[config.mk]
export PLATFORM = sky130hd
export DESIGN_NAME = liu_ctrl
export DESIGN_NICKNAME = d
export VERILOG_FILES = /design/src/rtl/liu_pkg.sv /design/src/rtl/liu_ctrl.sv
export SDC_FILE = /design/constraint.sdc
export NUM_CORES = 1
export LEC_CHECK = 0
export ABC_CLOCK_PERIOD_IN_PS = 6700
export BUFFER_PORTS_ARGS = -buffer_cell sky130_fd_sc_hd__buf_2
export CORE_MARGIN = 3
export CORE_UTILIZATION = 59
export CTS_BUF_LIST = sky130_fd_sc_hd__clkbuf_8 sky130_fd_sc_hd__clkbuf_16
export DETAILED_ROUTE_END_ITERATION = 10
export GPL_TIMING_DRIVEN = 0
export PLACE_DENSITY = 0.79
export REMOVE_ABC_BUFFERS = 1
export SYNTH_ARGS = -nofsm -noshare
export SYNTH_HDL_FRONTEND = slang
export SYNTH_SLANG_ARGS = --single-unit
export TNS_END_PERCENT = 100
[constraint.sdc]
create_clock -name I_MCLK -period 6.7 [get_ports I_MCLK]
set_input_delay 1.005 -clock I_MCLK [delete_from_list [all_inputs] [get_ports I_MCLK]]
set_output_delay 1.005 -clock I_MCLK [all_outputs]
set_load 0.01 [all_outputs]
[src/rtl/liu_pkg.sv]
// Package for the line interface unit control block: register map, field
// positions, reset values, line modes and transmit timing constants.
// Assumes a 10 MHz master clock and an 8-bit register port.
package liu_pkg;
  localparam int ADDR_W = 13;
  typedef logic [ADDR_W-1:0] liu_addr_t;
  // Register offsets
  localparam liu_addr_t A_GXCVR_CTL2 = 13'h00F2;
  localparam liu_addr_t A_GCLK_SEL = 13'h00F3;
  localparam liu_addr_t A_SOFT_RST = 13'h00F5;
  localparam liu_addr_t A_GIRQ_STAT = 13'h00FB;
  localparam liu_addr_t A_GIRQ_MASK = 13'h00FE;
  localparam liu_addr_t A_MODE_CTL = 13'h1000;
  localparam liu_addr_t A_TX_SHAPE = 13'h1001;
  localparam liu_addr_t A_MAINT_CTL = 13'h1002;
  localparam liu_addr_t A_LIVE_STAT = 13'h1003;
  localparam liu_addr_t A_STAT_MASK = 13'h1004;
  localparam liu_addr_t A_LATCH_STAT = 13'h1005;
  localparam liu_addr_t A_RX_LEVEL = 13'h1006;
  localparam liu_addr_t A_RX_IMP_SENS = 13'h1007;
  // line_mode_control fields
  localparam int F_MODE_LO = 0;
  localparam int F_TRISTATE = 2;
  localparam int F_AMI_SEL = 3;
  localparam int F_LOS_LO = 4;
  // line_maintenance_control fields
  localparam int F_TX_AIS = 0;
  localparam int F_AUTO_AIS = 1;
  localparam int F_TX_PDN = 2;
  localparam int F_JA_EN = 3;
  localparam int F_JA_TX = 4;
  // Status bit positions (live, latched and mask share them)
  localparam int S_LOS = 0;
  localparam int S_OPEN = 1;
  localparam int S_SHORT = 2;
  localparam logic [7:0] STAT_USED = 8'h07;
  // Soft reset and global interrupt bit
  localparam int F_LIU_RST = 0;
  localparam int F_LIU_IRQ = 0;
  // Reset values
  localparam logic [7:0] RST_ZERO = 8'h00;
  localparam logic [7:0] RST_MASK = 8'h00;
  typedef enum logic [1:0] {
    MODE_T1 = 2'b00,
    MODE_J1 = 2'b01,
    MODE_E1 = 2'b10
  } liu_mode_e;
  // Coded symbol in the substitution pipe
  typedef enum logic [1:0] {
    SYM_SPACE = 2'b00,
    SYM_MARK = 2'b01,
    SYM_VIOL = 2'b10
  } liu_sym_e;
  // Transmit timing: line rates and a 16-bit phase accumulator step
  localparam longint MCLK_HZ = 64'd10000000;
  localparam longint E1_RATE_HZ = 64'd2048000;
  localparam longint T1_RATE_HZ = 64'd1544000;
  localparam logic [15:0] E1_STEP = 16'((E1_RATE_HZ * 64'd65536) / MCLK_HZ);
  localparam logic [15:0] T1_STEP = 16'((T1_RATE_HZ * 64'd65536) / MCLK_HZ);
  typedef struct packed {
    logic pos;
    logic neg;
  } liu_pulse_s;
endpackage

[src/rtl/liu_ctrl.sv]
// Line interface unit control: transmit line coder, jitter attenuator
// path mux, output enable and power-down, fault status and register map.
// Assumes the register strobes and framer/receiver signals share I_MCLK;
// enable pin, fault detectors and level code arrive asynchronously.
`timescale 1ns/100ps
`default_nettype none
module liu_ctrl
  import liu_pkg::*;
(
  // Clock and reset
  input wire logic I_MCLK,
  input wire logic I_SYS_RST,
  // Register port
  input wire liu_pkg::liu_addr_t I_ADDR,
  input wire logic [7:0] I_WDATA,
  input wire logic I_WR,
  input wire logic I_RD,
  output logic [7:0] O_RDATA,
  // Framer transmit side (internal)
  input wire logic I_TX_NRZ,
  input wire logic I_TX_BIT_EN,
  // Receiver recovered data (internal)
  input wire logic I_RX_DATA,
  input wire logic I_RX_BIT_EN,
  output logic O_RX_DATA,
  output logic O_RX_BIT_EN,
  // Asynchronous line-side inputs
  input wire logic I_TX_OUTPUT_ENABLE_PIN,
  input wire logic I_SHORT_DET,
  input wire logic I_OPEN_DET,
  input wire logic I_RX_LOS,
  input wire logic [3:0] I_RX_LEVEL,
  // Transmit line driver
  output liu_pkg::liu_pulse_s O_TX_PULSE,
  output logic O_TX_OE,
  output logic O_TX_PWR_DN,
  // Analog settings
  output logic [3:0] O_TX_SHAPE,
  output logic [1:0] O_TX_IMPED,
  output logic [7:0] O_RX_CFG,
  // Line interrupt summary
  output logic O_LINE_IRQ
);
  import liu_pkg::*;

  logic [7:0] gxcvr_ff, gclk_ff, mode_ff, shape_ff, maint_ff, mask_ff, latch_ff;
  logic [7:0] rxcfg_ff, gmask_ff, gstat_ff;
  logic soft_rst_ff;
  logic [2:0] ev_meta_ff, ev_ff;
  logic en_meta_ff, en_ff;
  logic [3:0] lvl_meta_ff, lvl_sync_ff, lvl_chk_ff, lvl_ff;
  logic [15:0] acc_ff;
  logic ais_tick_ff;
  logic [1:0] pipe_ff [8];
  logic last_pol_ff, odd_ff;
  liu_pulse_s code_ff, ja_ff;
  logic rx_d_ff, rx_e_ff;

  function automatic logic hit(input liu_addr_t a, input liu_addr_t b);
    hit = (a == b);
  endfunction

  wire wr_latch = I_WR && hit(I_ADDR, A_LATCH_STAT);
  wire [7:0] live = {5'h00, ev_ff};
  wire is_e1 = (mode_ff[F_MODE_LO +: 2] == MODE_E1);
  wire ais = maint_ff[F_TX_AIS] || (maint_ff[F_AUTO_AIS] && ev_ff[S_LOS]);
  wire bit_en = ais ? ais_tick_ff : I_TX_BIT_EN;
  wire bit_in = ais ? 1'b1 : I_TX_NRZ;
  wire ja_tx = maint_ff[F_JA_EN] && maint_ff[F_JA_TX];
  wire ja_rx = maint_ff[F_JA_EN] && !maint_ff[F_JA_TX];

  // Asynchronous inputs: two flops before any logic
  always_ff @(posedge I_MCLK or posedge I_SYS_RST) begin
    if (I_SYS_RST) begin
      ev_meta_ff <= 3'h0;
      ev_ff <= 3'h0;
      en_meta_ff <= 1'b0;
      en_ff <= 1'b0;
      lvl_meta_ff <= 4'h0;
      lvl_sync_ff <= 4'h0;
      lvl_chk_ff <= 4'h0;
      lvl_ff <= 4'h0;
    end else begin
      ev_meta_ff <= {I_SHORT_DET, I_OPEN_DET, I_RX_LOS};
      ev_ff <= ev_meta_ff;
      en_meta_ff <= I_TX_OUTPUT_ENABLE_PIN;
      en_ff <= en_meta_ff;
      lvl_meta_ff <= I_RX_LEVEL;
      lvl_sync_ff <= lvl_meta_ff;
      lvl_chk_ff <= lvl_sync_ff;
      // A multi-bit code may be caught mid-change; take it once it repeats
      if (lvl_chk_ff == lvl_sync_ff) begin
        lvl_ff <= lvl_chk_ff;
      end
    end
  end

  // Configuration registers; soft reset returns all but gxcvr_ff, gclk_ff and gmask_ff to defaults
  always_ff @(posedge I_MCLK or posedge I_SYS_RST) begin
    if (I_SYS_RST) begin
      gxcvr_ff <= RST_ZERO;
      gclk_ff <= RST_ZERO;
      mode_ff <= RST_ZERO;
      shape_ff <= RST_ZERO;
      maint_ff <= RST_ZERO;
      mask_ff <= RST_MASK;
      rxcfg_ff <= RST_ZERO;
      gmask_ff <= RST_MASK;
    end else if (soft_rst_ff) begin
      mode_ff <= RST_ZERO;
      shape_ff <= RST_ZERO;
      maint_ff <= RST_ZERO;
      mask_ff <= RST_MASK;
      rxcfg_ff <= RST_ZERO;
    end else if (I_WR) begin
      if (hit(I_ADDR, A_GXCVR_CTL2)) begin
        gxcvr_ff <= I_WDATA;
      end else if (hit(I_ADDR, A_GCLK_SEL)) begin
        gclk_ff <= I_WDATA;
      end else if (hit(I_ADDR, A_GIRQ_MASK)) begin
        gmask_ff <= I_WDATA;
      end else if (hit(I_ADDR, A_MODE_CTL)) begin
        mode_ff <= I_WDATA;
      end else if (hit(I_ADDR, A_TX_SHAPE)) begin
        shape_ff <= I_WDATA;
      end else if (hit(I_ADDR, A_MAINT_CTL)) begin
        maint_ff <= I_WDATA;
      end else if (hit(I_ADDR, A_STAT_MASK)) begin
        mask_ff <= I_WDATA & STAT_USED;
      end else if (hit(I_ADDR, A_RX_IMP_SENS)) begin
        rxcfg_ff <= I_WDATA;
      end
    end
  end

  // Self-clearing software reset pulse
  always_ff @(posedge I_MCLK or posedge I_SYS_RST) begin
    if (I_SYS_RST) begin
      soft_rst_ff <= 1'b0;
    end else begin
      soft_rst_ff <= I_WR && hit(I_ADDR, A_SOFT_RST) && I_WDATA[F_LIU_RST];
    end
  end

  // Latched status: a new event wins over a same-cycle clear
  always_ff @(posedge I_MCLK or posedge I_SYS_RST) begin
    if (I_SYS_RST) begin
      latch_ff <= RST_ZERO;
    end else if (soft_rst_ff) begin
      latch_ff <= live;
    end else begin
      latch_ff <= (latch_ff & ~(wr_latch ? I_WDATA : 8'h00)) | live;
    end
  end

  // Global summary and interrupt output
  always_ff @(posedge I_MCLK or posedge I_SYS_RST) begin
    if (I_SYS_RST) begin
      gstat_ff <= RST_ZERO;
      O_LINE_IRQ <= 1'b0;
    end else begin
      gstat_ff <= {7'h00, |(latch_ff & mask_ff)};
      O_LINE_IRQ <= gstat_ff[F_LIU_IRQ] && gmask_ff[F_LIU_IRQ];
    end
  end

  // Register read, one cycle after the strobe; unmapped reads as zero
  always_ff @(posedge I_MCLK or posedge I_SYS_RST) begin
    if (I_SYS_RST) begin
      O_RDATA <= 8'h00;
    end else if (I_RD) begin
      if (hit(I_ADDR, A_GXCVR_CTL2)) begin
        O_RDATA <= gxcvr_ff;
      end else if (hit(I_ADDR, A_GCLK_SEL)) begin
        O_RDATA <= gclk_ff;
      end else if (hit(I_ADDR, A_GIRQ_STAT)) begin
        O_RDATA <= gstat_ff;
      end else if (hit(I_ADDR, A_GIRQ_MASK)) begin
        O_RDATA <= gmask_ff;
      end else if (hit(I_ADDR, A_MODE_CTL)) begin
        O_RDATA <= mode_ff;
      end else if (hit(I_ADDR, A_TX_SHAPE)) begin
        O_RDATA <= shape_ff;
      end else if (hit(I_ADDR, A_MAINT_CTL)) begin
        O_RDATA <= maint_ff;
      end else if (hit(I_ADDR, A_LIVE_STAT)) begin
        O_RDATA <= live;
      end else if (hit(I_ADDR, A_STAT_MASK)) begin
        O_RDATA <= mask_ff;
      end else if (hit(I_ADDR, A_LATCH_STAT)) begin
        O_RDATA <= latch_ff;
      end else if (hit(I_ADDR, A_RX_LEVEL)) begin
        O_RDATA <= {4'h0, lvl_ff};
      end else if (hit(I_ADDR, A_RX_IMP_SENS)) begin
        O_RDATA <= rxcfg_ff;
      end else begin
        O_RDATA <= 8'h00;
      end
    end
  end

  // All-ones bit timing from the master clock; the rate is only
  // approximate since 10 MHz is no multiple of the line rate
  always_ff @(posedge I_MCLK or posedge I_SYS_RST) begin
    if (I_SYS_RST) begin
      acc_ff <= 16'h0000;
      ais_tick_ff <= 1'b0;
    end else begin
      {ais_tick_ff, acc_ff} <= {1'b0, acc_ff} + {1'b0, is_e1 ? E1_STEP : T1_STEP};
    end
  end

  // Coder: 8-symbol pipe; substitutions are decided on the oldest four slots in E1 and on all eight slots otherwise
  logic [1:0] nxt_pipe [8];
  always_comb begin
    nxt_pipe = pipe_ff;
    if (!mode_ff[F_AMI_SEL] && !ais) begin
      if (is_e1 && pipe_ff[7] == SYM_SPACE && pipe_ff[6] == SYM_SPACE &&
          pipe_ff[5] == SYM_SPACE && pipe_ff[4] == SYM_SPACE) begin
        nxt_pipe[7] = odd_ff ? SYM_SPACE : SYM_MARK;
        nxt_pipe[4] = SYM_VIOL;
      end else if (!is_e1 && pipe_ff[7] == SYM_SPACE && pipe_ff[6] == SYM_SPACE &&
          pipe_ff[5] == SYM_SPACE && pipe_ff[4] == SYM_SPACE &&
          pipe_ff[3] == SYM_SPACE && pipe_ff[2] == SYM_SPACE &&
          pipe_ff[1] == SYM_SPACE && pipe_ff[0] == SYM_SPACE) begin
        nxt_pipe[4] = SYM_VIOL;
        nxt_pipe[3] = SYM_MARK;
        nxt_pipe[1] = SYM_VIOL;
        nxt_pipe[0] = SYM_MARK;
      end
    end
  end

  // B00V and 000V patterns never re-trigger because their V is not a space
  wire [1:0] out_sym = nxt_pipe[7];
  always_ff @(posedge I_MCLK or posedge I_SYS_RST) begin
    if (I_SYS_RST) begin
      for (int i = 0; i < 8; i++) begin
        pipe_ff[i] <= SYM_SPACE;
      end
      last_pol_ff <= 1'b0;
      odd_ff <= 1'b0;
      code_ff <= '0;
    end else if (bit_en) begin
      pipe_ff[0] <= bit_in ? SYM_MARK : SYM_SPACE;
      for (int i = 1; i < 8; i++) begin
        pipe_ff[i] <= nxt_pipe[i-1];
      end
      if (out_sym == SYM_MARK) begin
        last_pol_ff <= !last_pol_ff;
        odd_ff <= !odd_ff;
        code_ff <= last_pol_ff ? '{pos: 1'b0, neg: 1'b1} : '{pos: 1'b1, neg: 1'b0};
      end else if (out_sym == SYM_VIOL) begin
        odd_ff <= 1'b0;
        code_ff <= last_pol_ff ? '{pos: 1'b1, neg: 1'b0} : '{pos: 1'b0, neg: 1'b1};
      end else begin
        code_ff <= '0;
      end
    end
  end

  // Attenuator stage, shared by transmit or receive path
  always_ff @(posedge I_MCLK or posedge I_SYS_RST) begin
    if (I_SYS_RST) begin
      ja_ff <= '0;
      rx_d_ff <= 1'b0;
      rx_e_ff <= 1'b0;
      O_RX_DATA <= 1'b0;
      O_RX_BIT_EN <= 1'b0;
    end else begin
      if (bit_en) begin
        ja_ff <= code_ff;
      end
      rx_d_ff <= I_RX_DATA;
      rx_e_ff <= I_RX_BIT_EN;
      O_RX_DATA <= ja_rx ? rx_d_ff : I_RX_DATA;
      O_RX_BIT_EN <= ja_rx ? rx_e_ff : I_RX_BIT_EN;
    end
  end

  // Line driver; outputs held quiet while disabled or powered down
  wire drive = en_ff && !mode_ff[F_TRISTATE] && !maint_ff[F_TX_PDN];
  always_ff @(posedge I_MCLK or posedge I_SYS_RST) begin
    if (I_SYS_RST) begin
      O_TX_PULSE <= '0;
      O_TX_OE <= 1'b0;
      O_TX_PWR_DN <= 1'b0;
      O_TX_SHAPE <= 4'h0;
      O_TX_IMPED <= 2'h0;
      O_RX_CFG <= 8'h00;
    end else begin
      O_TX_OE <= drive;
      O_TX_PULSE <= drive ? (ja_tx ? ja_ff : code_ff) : '0;
      O_TX_PWR_DN <= maint_ff[F_TX_PDN];
      O_TX_SHAPE <= shape_ff[3:0];
      O_TX_IMPED <= shape_ff[5:4];
      O_RX_CFG <= rxcfg_ff;
    end
  end

  // Checks
  w1c_clear_a: assert property (@(posedge I_MCLK) disable iff (I_SYS_RST)
    (wr_latch && I_WDATA[S_OPEN] && !live[S_OPEN] && !soft_rst_ff) |=> !latch_ff[S_OPEN])
    else $error("latched bit not cleared by write of one");
  set_wins_a: assert property (@(posedge I_MCLK) disable iff (I_SYS_RST)
    ev_ff[S_SHORT] |=> latch_ff[S_SHORT])
    else $error("latched bit lost an event");
  zero_write_a: assert property (@(posedge I_MCLK) disable iff (I_SYS_RST)
    (wr_latch && !I_WDATA[S_LOS] && latch_ff[S_LOS] && !soft_rst_ff) |=> latch_ff[S_LOS])
    else $error("zero write changed latched bit");
  soft_tristate_a: assert property (@(posedge I_MCLK) disable iff (I_SYS_RST)
    mode_ff[F_TRISTATE] |=> !O_TX_OE && O_TX_PULSE == '0)
    else $error("outputs driven while tri-stated");
  pin_disable_a: assert property (@(posedge I_MCLK) disable iff (I_SYS_RST)
    (!I_TX_OUTPUT_ENABLE_PIN [*3]) |=> !O_TX_OE)
    else $error("enable pin low but outputs driven");
  power_down_a: assert property (@(posedge I_MCLK) disable iff (I_SYS_RST)
    maint_ff[F_TX_PDN] |=> O_TX_PWR_DN && !O_TX_OE)
    else $error("power-down not applied");
  irq_gate_a: assert property (@(posedge I_MCLK) disable iff (I_SYS_RST)
    (|(latch_ff & mask_ff)) && gmask_ff[F_LIU_IRQ] && !I_WR |-> ##2 O_LINE_IRQ)
    else $error("masked-in event did not raise interrupt");
  soft_reset_a: assert property (@(posedge I_MCLK) disable iff (I_SYS_RST)
    (I_WR && hit(I_ADDR, A_SOFT_RST) && I_WDATA[F_LIU_RST]) |-> ##2 mode_ff == RST_ZERO)
    else $error("soft reset left mode register set");
  pulse_excl_a: assert property (@(posedge I_MCLK) disable iff (I_SYS_RST)
    !(O_TX_PULSE.pos && O_TX_PULSE.neg))
    else $error("both line polarities driven");
  viol_same_a: assert property (@(posedge I_MCLK) disable iff (I_SYS_RST)
    (bit_en && out_sym == SYM_VIOL) |=> code_ff.pos == last_pol_ff && code_ff.neg != last_pol_ff)
    else $error("violation polarity wrong");
  // Attenuator placement on either path and the all-ones source
  ja_tx_path_a: assert property (@(posedge I_MCLK) disable iff (I_SYS_RST)
    (drive && ja_tx) |=> O_TX_PULSE == $past(ja_ff))
    else $error("transmit attenuator path not taken");
  ja_bypass_a: assert property (@(posedge I_MCLK) disable iff (I_SYS_RST)
    (drive && !ja_tx) |=> O_TX_PULSE == $past(code_ff))
    else $error("transmit attenuator not bypassed");
  rx_ja_path_a: assert property (@(posedge I_MCLK) disable iff (I_SYS_RST)
    ja_rx |=> O_RX_DATA == $past(rx_d_ff) && O_RX_BIT_EN == $past(rx_e_ff))
    else $error("receive attenuator path not taken");
  rx_bypass_a: assert property (@(posedge I_MCLK) disable iff (I_SYS_RST)
    !ja_rx |=> O_RX_DATA == $past(I_RX_DATA) && O_RX_BIT_EN == $past(I_RX_BIT_EN))
    else $error("receive attenuator not bypassed");
  ais_ones_a: assert property (@(posedge I_MCLK) disable iff (I_SYS_RST)
    (ais && bit_en && !I_TX_NRZ) |=> pipe_ff[0] == SYM_MARK)
    else $error("framer data leaked into all ones");
endmodule
`default_nettype wire

# Yosys cells after proc, flatten, opt, wreduce, memory -nomap -nowiden
# Cells that the tools add are included.
dict set report classes {
  shifts 0
  div 0
  n_reduce_logical 57
  bitwise_logic 7
  order_cmp 0
  addsub 1
  n_mux 78
  mul 0
  eq_ne 24
}
# op count
set op_table {}
lappend op_table {{$mux W8} 54}
lappend op_table {{$eq A13 B13 Y1 const B} 8}
lappend op_table {{$eq A13 B8 Y1 const B} 5}
lappend op_table {{$logic_and A1 B1 Y1} 22}
lappend op_table {{$mux W2} 10}
lappend op_table {{$mux W4} 5}
lappend op_table {{$add A16 B14 Y17} 1}
lappend op_table {{$and A8 B8 Y8} 2}
lappend op_table {{$logic_not A2 Y1} 8}
lappend op_table {{$ne A2 B2 Y1 const B} 7}
lappend op_table {{$reduce_bool A2 Y1} 7}
lappend op_table {{$mux W13} 1}
lappend op_table {{$reduce_and A5 Y1} 2}
lappend op_table {{$reduce_and A9 Y1} 1}
lappend op_table {{$logic_not A1 Y1} 8}
lappend op_table {{$mux W1} 8}
lappend op_table {{$not A8 Y8} 1}
lappend op_table {{$or A8 B3 Y8} 1}
lappend op_table {{$reduce_and A8 Y1} 1}
lappend op_table {{$reduce_or A8 Y1} 1}
lappend op_table {{$reduce_and A7 Y1} 1}
lappend op_table {{$reduce_and A6 Y1} 1}
lappend op_table {{$eq A2 B2 Y1 const B} 2}
lappend op_table {{$eq A4 B4 Y1} 1}
lappend op_table {{6 further kinds} 9}
dict set report word_totals {
  memories 0
  word_cells 215
  register_bits 168
  rom_bits 0
  ramBits 0
  latchBits 0
  inputBits 37
}

# Depth between registers and ports, before layout
# Gate-level depths: netlist (run 1).
dict set report logic_depth {
  depth_word 13
  ltp_mapped 10
  depth_no_buf 10
}

# Least setup slack after synthesis (run 1)
# Ideal clock, no wire load.
dict set report synth_timing {
  path_kind {input-to-reg}
  from {input I_ADDR[9]}
  to {register gxcvr_ff[0]}
  stages 6
  slack_ns 3.696
  setup_ns 0.125
  arrival_ns 2.879
  cell_sequence {or4_1 -> buf_6 -> nor4_4 -> and3_1 -> buf_6 -> mux2_4}
}
dict set report synth_between {
  elab_chain_len 2
}
# item line
set synth_rtl {}
lappend synth_rtl {{start: declaration} liu_ctrl.sv:14} ;# input wire liu_pkg::liu_addr_t I_ADDR,
lappend synth_rtl {{$eq A13 B8 Y1} liu_ctrl.sv:60} ;# hit = (a == b);
lappend synth_rtl {{$reduce_and A3 Y1 (no source line)} -}
lappend synth_rtl {{end signal: assignment} liu_ctrl.sv:101} ;# gxcvr_ff <= RST_ZERO;
lappend synth_rtl {{end signal: assignment} liu_ctrl.sv:117} ;# gxcvr_ff <= I_WDATA;
lappend synth_rtl {{end: declaration} liu_ctrl.sv:46} ;# logic [7:0] gxcvr_ff, gclk_ff, mode_ff, shape_ff, maint_ff, mask_ff, latch_ff;
# No other way between the ends.
# A chain may end at the register's enable or synchronous reset.

# Worst setup path in the final report (run 1)
dict set report layout_timing {
  from {register mode_ff[0]}
  to {register ais_tick_ff}
}
dict set report layout_between {
  elab_chain_len 3
}
# item line
set layout_rtl {}
lappend layout_rtl {{start: declaration} liu_ctrl.sv:46}
lappend layout_rtl {{start signal: assignment} liu_ctrl.sv:103} ;# mode_ff <= RST_ZERO;
lappend layout_rtl {{start signal: assignment} liu_ctrl.sv:110} ;# mode_ff <= RST_ZERO;
lappend layout_rtl {{start signal: assignment} liu_ctrl.sv:123} ;# mode_ff <= I_WDATA;
lappend layout_rtl {{$eq A2 B2 Y1} liu_ctrl.sv:65} ;# wire is_e1 = (mode_ff[F_MODE_LO +: 2] == MODE_E1);
lappend layout_rtl {{$mux W13} liu_ctrl.sv:209} ;# {ais_tick_ff, acc_ff} <= {1'b0, acc_ff} + {1'b0, is_e1 ? E1_STEP : T1_STEP};
lappend layout_rtl {{$add A16 B14 Y17} liu_ctrl.sv:209}
lappend layout_rtl {{end signal: assignment} liu_ctrl.sv:209}
lappend layout_rtl {{end: declaration} liu_ctrl.sv:53} ;# logic ais_tick_ff;
# No other way between the ends.

==> results.sh, run 1 <==
export IMPL_total_power_uw=2508
export IMPL_cts_resized=0
export IMPL_synthesis_instances=622
export IMPL_cp_cell_sequence="nand2b_1 -> inv_1 -> ha_1 -> inv_1 -> fa_1 -> nand2b_1 -> a2111oi_1 -> nor3_1 -> or4b_1 -> and3_1"
export IMPL_yosys_mux_area_fraction=0.1161
export IMPL_switchingPower_uw=678.7
export IMPL_drt_iter0_markers=463
export IMPL_drtPass1Iterations=5
export IMPL_synth_compound_area_frac=0.1103
export IMPL_antenna_left=0
export IMPL_yosysWarnings=0
export IMPL_nNetsFinal=730
export IMPL_cts_setup_buffers=0
export IMPL_startpoint_type="register"
export IMPL_crit_buf_inv=2
export IMPL_p_int_uw=1830
export IMPL_port_buffers=65
export IMPL_cellLeakagePower_uw=0.003931
export IMPL_yosys_area_share_xor_xnor=0.02144
export IMPL_grt_overflow=0
export IMPL_synth_simple_area_share=0.1564
export IMPL_synth_cell_types=78
export IMPL_track_usage=0.2435
export IMPL_cts_sinks=161
export IMPL_rows=40
export IMPL_cp_top_family="simple AND/OR/NAND/NOR gates"
export IMPL_setup_viol=0
export IMPL_wl_mm=16.06
export IMPL_htreeDepth=4
export IMPL_final_area_um2=8417
export IMPL_fin_crit_sh=0.5198
export IMPL_io_pins=66
export IMPL_fin_hold_ws_ns=0.3466
export IMPL_worst_pin_slew_ns=1.168
export IMPL_synth_adder_area_share=0.02144
export IMPL_synth_top_family_by_area="simple AND/OR/NAND/NOR gates"
export IMPL_ys_flop_type="dfrtp_1"
export IMPL_die_x_um=117.6
export IMPL_slowest_stage="a2111oi_1"
export IMPL_place_gp_congestion=0.8986
export IMPL_netlist_area_um2=7352
export IMPL_clk_latency_ns=0.42
export IMPL_hold_class="reg2reg"
export IMPL_maxCapViolations=0
export IMPL_tns_ns=0
export IMPL_grt_max_degree=108
export IMPL_synth_async_reset_ratio=1.000
export IMPL_syn_area_per_cell_um2=11.82
export IMPL_rsz0062_at_grt="false"
export IMPL_dieHeight_um=117.6
export IMPL_cpPeakStageDelay_ns=0.84
export IMPL_timing_hold_violations_final=0
export IMPL_wl_per_cell_um=18.64
export IMPL_clock_path_buffers=2
export IMPL_antenna_found_initial=0
export IMPL_cp_required_ns=7.02
export IMPL_end_kind="register"
export IMPL_place_area_um2=7797
export IMPL_final_cell_mix="dfrtp_1 (161), buf_2 (65), nand2_1 (64)"
export IMPL_area_growth_pct=14.48
export IMPL_ys_seq_elements=161
export IMPL_seqPwrFrac=0.451
export IMPL_ys_seq_area_frac=0.5480
export IMPL_num_vias=5090
export IMPL_core_area_um2=12110
export IMPL_cts_made_buffers=17
export IMPL_drcViolationCount=0
export IMPL_synth_edf_count=0
export IMPL_slew_viol_final=0
export IMPL_layout_commonest_cell="dfrtp_1"
export IMPL_p_comb_frac=0.146
export IMPL_holdBufCountCts=0
export IMPL_crit_path_max_fanout=7
export IMPL_p_sw_frac=0.2705
export IMPL_arrival_ns=3.80
export IMPL_p_per_area_nw_per_um2=298.0
export IMPL_clock_skew_ns=0.006240
export IMPL_fin_crit_ns=3.483
export IMPL_status="complete, no violations"
export IMPL_dp_hpwl_mm=10.90
export IMPL_via_per_inst=5.905
export IMPL_final_util=0.6949
export IMPL_grt_pass1_wl_mm=26.83
export IMPL_cts_root_buffer="clkbuf_16"
export IMPL_antenna_cells=0
export IMPL_fmax_mhz=287.1
export IMPL_start_util=0.6070
export IMPL_clk_transition_reported_paths_ns=0.07
export IMPL_power_frac_clock=0.403
export IMPL_tritoncts="built"
export IMPL_peakVddDrop_mv=0.3059
export IMPL_crit_type="reg2reg"
export IMPL_grt_pass1_vias=5226
export IMPL_slew_headroom=0.1988
export IMPL_design_die_area_um2=13840
export IMPL_drive_above_1_share=0.2608
==> cell usage after synthesis (6+ instances only) <==
master / count / area, um^2
mux2_4: 15 / 225.2
a21oi_1: 31 / 155.2
dfrtp_1: 161 / 4029
nand3_1: 8 / 40.04
inv_1: 18 / 67.56
nor2b_1: 23 / 143.9
ha_1: 11 / 137.6
o21ai_0: 19 / 95.09
xor2_1: 8 / 70.07
nor3_1: 7 / 35.03
clkbuf_1: 19 / 71.32
and3_1: 6 / 37.54
mux2_2: 42 / 473.0
nor2_1: 37 / 138.9
nand2_1: 64 / 240.2
xnor2_1: 10 / 87.58
mux2i_1: 11 / 110.1
o21a_1: 6 / 45.04
==> cells by family (layout without fill, tap and decap cells) <==
| kind of cell | Yosys count | count (layout) |
|---|---|---|
| simple gates | 199 | 199 |
| flops | 161 | 161 |
| compound gates | 117 | 117 |
| mux | 70 | 70 |
| buf+inv | 45 | 117 |
| xor+xnor | 18 | 18 |
| fa+ha+maj | 12 | 12 |
==> area by class of cell <==
class                      instances  area, um^2
sequential                       161        4029
fill                             908        3695
multi-input combinational        416        3129
clock buffer                      17       425.4
timing repair buffer              66       352.8
tap                              168       210.2
clock inverter                    15       193.9
inverter                          19       76.32
==> through the flow <==
stage,setup WS (ns),cells
6_report,3.217,862
5_1_grt,3.003,862
4_1_cts,3.256,862
3_5_place_dp,2.850,830
3_3_place_gp,-0.1136,829
2_1_floorplan,1.347,596
==> power by group through the flow <==
stage                     Clock (uW)  Combinational (uW)  Sequential (uW)
after floorplan                    0                 270             1130
after global placement             0                 345             1140
after detailed placement           0                 363             1150
after CTS                       1030                 366             1130
after global routing            1070                 411             1140
final                           1010                 366             1130
==> flip-flops by register name, summed over array words and instances (netlist names), 4 cells and up <==
name	count
acc_ff	16
O_RDATA	8
O_RX_CFG	8
gclk_ff	8
gmask_ff	8
gxcvr_ff	8
latch_ff	8
maint_ff	8
mode_ff	8
pipe_ff	8
rxcfg_ff	8
shape_ff	8
nxt_pipe	6
O_TX_SHAPE	4
lvl_chk_ff	4
lvl_ff	4
lvl_meta_ff	4
lvl_sync_ff	4
==> path summary, 6_finish.rpt <==
path	from	end	slack (ns)	cells after the start
hold reg to reg	lvl_meta_ff[1]$_DFF_PP0_	lvl_sync_ff[1]$_DFF_PP0_	0.35	0
min in group asynchronous	I_SYS_RST	en_meta_ff$_DFF_PP0_	0.62	2
setup reg to reg	mode_ff[0]$_DFFE_PP0P_	ais_tick_ff$_DFF_PP0_	3.22	10
setup / recovery	mode_ff[0]$_DFFE_PP0P_	ais_tick_ff$_DFF_PP0_	3.22	10
max in group asynchronous	I_SYS_RST	shape_ff[5]$_DFFE_PP0P_	5.22	3
hold / removal	lvl_meta_ff[1]$_DFF_PP0_	lvl_sync_ff[1]$_DFF_PP0_	0.35	0
==> routing by layer <==
metal	GRT usage	wire (um)	vias to the layer above	share of wire
met5	0	0	-	0
met4	0.07839	272	0	0.017
met3	0.06679	1053	26	0.066
met2	0.3859	7677	171	0.48
met1	0.3296	7061	2541	0.44
li1	-	-	2352	-
Power figures use the tool's default switching activity.
==> run 2, diff against run 1 <==
- ABC_AREA: default -> 1
- ABC_CLOCK_PERIOD_IN_PS: 6700 -> 2900
- CORE_UTILIZATION: 59 -> 53
- PLACE_DENSITY: 0.79 -> 0.75
- clock period: 6.7 -> 2.9 ns (I/O delays scaled with it)
==> results.sh, run 2 <==
export IMPL_drive_above_1_share=0.1535
export IMPL_clock_skew_ns=0.008480
export IMPL_grtUsageMet2=0.3650
export IMPL_drcViolationCount=0
export IMPL_n_fill_cell=1075
export IMPL_yosysMostFrequentCell="nand2_1"
export IMPL_crit_type="reg2reg"
export IMPL_clk_transition_reported_paths_ns=0.07
export IMPL_area_growth_pct=15.08
export IMPL_grt_max_degree=94
export IMPL_track_usage=0.2201
export IMPL_grt_overflow=0
export IMPL_fin_crit_sh=0.9201
export IMPL_wl_mm=15.53
export IMPL_wl_per_cell_um=14.68
export IMPL_final_cell_mix="nand2_1 (208), dfrtp_1 (161), inv_1 (98)"
export IMPL_cts_sinks=161
export IMPL_cts_root_buffer="clkbuf_16"
export IMPL_layout_commonest_cell="nand2_1"
export IMPL_crit_path_max_fanout=8
export IMPL_drtPass1Iterations=5
export IMPL_dp_cells=1026
export IMPL_dieHeight_um=122.0
export IMPL_antenna_found_initial=0
export IMPL_tritoncts="built"
export IMPL_antenna_left=0
export IMPL_total_power_uw=5801
export IMPL_ys_seq_area_frac=0.5645
export IMPL_status="complete, no violations"
export IMPL_holdBufCountCts=0
export IMPL_yosys_area_top_type="dfrtp_1"
export IMPL_via_per_inst=5.232
export IMPL_ys_seq_elements=161
export IMPL_drt_iter0_markers=509
export IMPL_synth_top_area_frac=0.5645
export IMPL_nNetsFinal=922
export IMPL_met3_usage=0.05246
export IMPL_htreeDepth=4
export IMPL_grt_use_met1=0.2860
export IMPL_fmax_mhz=374.8
export IMPL_synth_cell_types=42
export IMPL_cpPeakStageDelay_ns=0.42
export IMPL_synth_edf_count=0
export IMPL_fin_crit_ns=2.668
export IMPL_slew_headroom=0.2479
export IMPL_largest_reg_flops=16
export IMPL_dp_hpwl_mm=11.12
export IMPL_stdcell_count=1058
export IMPL_die_x_um=122.0
export IMPL_port_buffers=65
export IMPL_clk_latency_ns=0.43
export IMPL_peakVddDrop_mv=0.6484
export IMPL_setup_viol=0
export IMPL_rows=41
export IMPL_netlist_area_um2=7137
export IMPL_clock_path_buffers=2
export IMPL_p_per_area_nw_per_um2=706.3
export IMPL_synth_async_reset_ratio=1.000
export IMPL_io_pins=66
export IMPL_ys_flop_type="dfrtp_1"
export IMPL_syn_area_per_cell_um2=8.877
export IMPL_grt_pass1_vias=5325
export IMPL_final_util=0.6378
export IMPL_synthesis_instances=804
export IMPL_place_gp_congestion=0.9325
export IMPL_end_kind="register"
export IMPL_hold_class="in2reg"
export IMPL_num_vias=5535
export IMPL_cp_cell_sequence="nor2_4 -> inv_1 -> ha_1 -> a21oi_1 -> nand2_1 -> a21oi_1 -> nor2_1 -> o21ai_0 -> nand3_1 -> nand3_1 -> nand2_1 -> and3_1"
export IMPL_cellLeakagePower_uw=0.004152
export IMPL_core_area_um2=12880
export IMPL_synthTopCellsByArea="dfrtp_1 (56%), nand2_1 (11%), o21ai_0 (5.3%)"
export IMPL_design_die_area_um2=14890
export IMPL_grt_pass1_wl_mm=25.45
export IMPL_top_register="acc_ff"
export IMPL_cts_made_buffers=17
export IMPL_antenna_cells=0
export IMPL_arrival_ns=2.99
export IMPL_worst_pin_slew_ns=1.128
export IMPL_start_util=0.5543
export IMPL_startpoint_type="register"
export IMPL_yosysWarnings=0
export IMPL_slew_viol_final=0
export IMPL_busiest_layer="met2"
export IMPL_cp_required_ns=3.22
export IMPL_slowest_stage="dfrtp_1"
export IMPL_timing_hold_violations_final=0
export IMPL_rsz0062_at_grt="false"
export IMPL_synth_commonest_cells="nand2_1 (208), dfrtp_1 (161), inv_1 (99)"
export IMPL_maxCapViolations=0
-- run 2: cell types whose count changed in the layout (fill, tap and decap cells not counted), moves of 11 or more --
cell	before	now
a21oi_1	31	19
nor2b_1	23	0
nand2_1	64	208
o21ai_0	19	76
nand3_1	8	36
nor2_1	37	63
mux2_2	42	6
mux2i_1	11	0
inv_1	17	98
mux2_4	15	0
-- run 2: routing by layer --
metal  share of wire  vias to the layer above  wire length, um
met5               0                        -                0
met4           0.017                        0              268
met3           0.042                       21              653
met2            0.49                      131             7681
met1            0.45                     2654             6927
li1                -                     2729                -
-- run 2: path summary, 6_finish.rpt --
| path | slack [ns] | endpoint | from | cells after the start |
|---|---|---|---|---|
| max | 0.23 | ais_tick_ff$_DFF_PP0_ | mode_ff[0]$_DFFE_PP0P_ | 12 |
| min | 0.10 | en_meta_ff$_DFF_PP0_ | I_TX_OUTPUT_ENABLE_PIN | 1 |
| max reg2reg | 0.23 | ais_tick_ff$_DFF_PP0_ | mode_ff[0]$_DFFE_PP0P_ | 12 |
| min reg2reg | 0.35 | ev_ff[0]$_DFF_PP0_ | ev_meta_ff[0]$_DFF_PP0_ | 0 |
| max in group asynchronous | 1.95 | O_RDATA[4]$_DFFE_PP0P_ | I_SYS_RST | 3 |
| min in group asynchronous | 0.15 | nxt_pipe[4]$_DFFE_PP0P_ | I_SYS_RST | 2 |
-- run 2: critical path, delay by kind of cell (launching register included) --
kind,cells,cell delay (ns)
DFF,1,0.42
adders and majority gates,1,0.39
AOI/OAI and AO/OA,3,0.57
buffers and inverters,1,0.21
and+or+nand+nor,7,0.95
-- run 2: cell type report --
type / instances / area [um^2] / share of cell area
Tap cell: 172 / 215.2 / 0.02620
Clock inverter: 12 / 98.84 / 0.01204
Timing Repair Buffer: 66 / 352.8 / 0.04296
Inverter: 106 / 402.9 / 0.04906
Clock buffer: 20 / 466.7 / 0.05683
Multi-Input combinational cell: 521 / 2648 / 0.3224
Sequential cell: 161 / 4029 / 0.4906
-- run 2: cells by family after synthesis --
logic type                 Yosys count  share of synthesized area
xor gates and xnor gates            16                    0.01964
adders and majority gates           12                    0.02209
and+or+nand+nor                    353                     0.2125
muxes                                6                   0.009466
AOI/OAI and AO/OA                  134                     0.1054
DFF                                161                     0.5645
buffers and inverters              122                    0.06644
-- run 2: where the power goes --
group	leakage (uW)	switching (uW)	internal (uW)	total (uW)
registers	0.00207	196	2550	2750
clock network	0.000274	943	1180	2130
logic	0.00181	553	376	930
total	0.00415	1690	4110	5800
-- run 2: metrics by stage --
stage	hold WS (ns)	instance area, um^2	worst slack, ns	setup TNS [ns]
3_5_place_dp	0.3347	7634	-0.2679	-0.6996
5_1_grt	0.08911	8213	0.02401	0
2_1_floorplan	0.3312	7061	-1.883	-303.21
4_1_cts	0.09121	8202	0.01662	0
6_report	0.1019	8213	0.2317	0
3_3_place_gp	0.3349	7601	-3.525	-566.51
-- run 2: what timing repair did --
item                                    in CTS  in global routing
cloned                                       0                  0
endpoints found under the setup margin       4                  4
buffers inserted                             0                  0
resized for setup                            1                  1
==> run 3, diff against run 2 <==
- CORE_UTILIZATION: 53 -> 35
- PLACE_DENSITY: 0.75 -> default
==> results.sh, run 3 (synthesis gave the netlist of run 2 again) <==
export IMPL_status="complete, no violations"
export IMPL_grt_overflow=0
export IMPL_rr_startpoint="mode_ff[1]$_DFFE_PP0P_"
export IMPL_tns_ns=0
export IMPL_die_x_um=148.8
export IMPL_end_kind="register"
export IMPL_clock_path_buffers=2
export IMPL_tritoncts="built"
export IMPL_num_vias=5419
export IMPL_dieHeight_um=148.8
export IMPL_io_pins=66
export IMPL_met1_length_mm=7.822
export IMPL_reg2reg_to="ais_tick_ff$_DFF_PP0_"
export IMPL_wl_met3_um=683
export IMPL_maxCapViolations=0
export IMPL_top_register="acc_ff"
export IMPL_htreeDepth=4
export IMPL_worst_pin_slew_ns=1.167
export IMPL_drt_iter0_markers=307
export IMPL_dpl_worst_slack_ns=-0.2329
export IMPL_crit_path_max_fanout=6
export IMPL_cts_root_buffer="clkbuf_16"
export IMPL_nNetsFinal=926
export IMPL_antenna_found_initial=0
export IMPL_arrival_ns=2.78
export IMPL_clock_skew_ns=0.009640
export IMPL_final_cell_mix="nand2_1 (208), dfrtp_1 (161), inv_1 (98)"
export IMPL_drive_above_1_share=0.1573
export IMPL_antenna_cells=0
export IMPL_startpoint_type="register"
export IMPL_grt_max_degree=86
export IMPL_clk_transition_reported_paths_ns=0.06
export IMPL_crit_type="reg2reg"
export IMPL_grt_pass1_vias=5208
export IMPL_drtPass1Iterations=5
export IMPL_port_buffers=65
export IMPL_startpoint="mode_ff[1]$_DFFE_PP0P_"
export IMPL_largest_reg_flops=16
export IMPL_via_per_inst=4.692
export IMPL_setup_ws_ns=0.4450
export IMPL_slew_headroom=0.2218
export IMPL_fin_crit_ns=2.455
export IMPL_start_util=0.3620
export IMPL_dr_wl_met2_mm=7.443
export IMPL_cts_sinks=161
export IMPL_fin_hold_ws_ns=0.05784
export IMPL_cellLeakagePower_uw=0.004182
export IMPL_peakVddDrop_mv=0.4326
export IMPL_reg2reg_depth=15
export IMPL_core_area_um2=19720
export IMPL_p_per_area_nw_per_um2=700.6
export IMPL_area_growth_pct=17.48
export IMPL_routed_top_layer="met4"
export IMPL_antenna_left=0
export IMPL_setup_viol=0
export IMPL_grt_pass1_wl_mm=27.27
export IMPL_slew_viol_final=0
export IMPL_fmax_mhz=407.3
export IMPL_rsz0062_at_grt="false"
export IMPL_track_usage=0.1570
export IMPL_cp_endpoint="ais_tick_ff$_DFF_PP0_"
export IMPL_drcViolationCount=0
export IMPL_hold_class="in2async"
export IMPL_dp_hpwl_mm=11.73
export IMPL_clk_latency_ns=0.43
export IMPL_reg2reg_setup_slack_ns=0.45
export IMPL_timing_hold_violations_final=0
export IMPL_wl_mm=16.26
export IMPL_design_die_area_um2=22140
export IMPL_fin_crit_sh=0.8465
export IMPL_place_gp_congestion=0.8590
export IMPL_cp_required_ns=3.22
export IMPL_cts_made_buffers=17
export IMPL_wl_per_cell_um=14.07
export IMPL_rows=51
export IMPL_layout_commonest_cell="nand2_1"
[run 3: cell types whose count changed in the layout (fill, tap and decap cells not counted), sizes merged]
cell,change
buf,+4
bufinv,+1
clkinv,+1
inv,-2
[run 3: routing by layer]
| metal | GRT usage | vias up |
|---|---|---|
| met5 | 0 | - |
| met1 | 0.2229 | 2558 |
| met3 | 0.03494 | 25 |
| met4 | 0.05217 | 0 |
| met2 | 0.2401 | 106 |
| li1 | - | 2730 |
[run 3: critical path, stage by stage (launching register included)]
cell and delay [ns]:
dfrtp_1 0.37, inv_1 0.10, nor2_4 0.07, ha_1 0.20, inv_1 0.08, fa_1 0.22, inv_1 0.05, o21ai_0 0.14
nand2_1 0.12, a21oi_1 0.25, nor2_1 0.07, o21ai_1 0.16, nand3_1 0.15, nand3_1 0.13, nand2_1 0.08, and3_1 0.15
[run 3: final cells by class]
| class | instances | area [um^2] |
|---|---|---|
| Clock buffer | 20 | 466.7 |
| Clock inverter | 12 | 121.4 |
| Fill cell | 1964 | 11330 |
| Inverter | 106 | 405.4 |
| Multi-Input combinational cell | 521 | 2648 |
| Sequential cell | 161 | 4029 |
| Tap cell | 265 | 331.6 |
| Timing Repair Buffer | 70 | 382.9 |
[run 3: worst min-delay path by stage]
stage | startpoint | end | slack, ns
finish | I_SYS_RST | acc_ff[2]$_DFF_PP0_ | 0.06
global route | I_SYS_RST | acc_ff[2]$_DFF_PP0_ | 0.09
CTS | I_SYS_RST | acc_ff[15]$_DFF_PP0_ | 0.08
detailed placement | lvl_meta_ff[0]$_DFF_PP0_ | lvl_sync_ff[0]$_DFF_PP0_ | 0.33
global placement | ev_meta_ff[0]$_DFF_PP0_ | ev_ff[0]$_DFF_PP0_ | 0.33
floorplan | en_meta_ff$_DFF_PP0_ | en_ff$_DFF_PP0_ | 0.33
[run 3: timing repair]
| action | CTS | global route |
|---|---|---|
| hold buffers | 0 | 0 |
| gates resized for setup | 1 | 2 |
| gates cloned | 0 | 0 |
| setup endpoints to repair | 3 | 3 |
| setup buffers | 0 | 4 |
| pin swaps | 0 | 1 |
[run 3: stage by stage]
| step | cells | util | power [uW] | instance area, um^2 |
|---|---|---|---|---|
| 2_1_floorplan | 788 | - | 3451 | 7061 |
| 3_3_place_gp | 1118 | 0.3914 | 3670 | 7717 |
| 3_5_place_dp | 1119 | 0.3932 | 3707 | 7752 |
| 4_1_cts | 1151 | 0.4231 | 5950 | 8343 |
| 5_1_grt | 1155 | 0.4252 | 6256 | 8384 |
| 6_report | 1155 | 0.4252 | 5874 | 8384 |
[run 3: where the power goes]
| group | leakage, uW | switching (uW) | total [uW] | internal (uW) |
|---|---|---|---|---|
| registers | 0.00207 | 180 | 2730 | 2550 |
| clock network | 0.000282 | 949 | 2210 | 1270 |
| logic | 0.00183 | 552 | 930 | 378 |
| total | 0.00418 | 1680 | 5870 | 4190 |
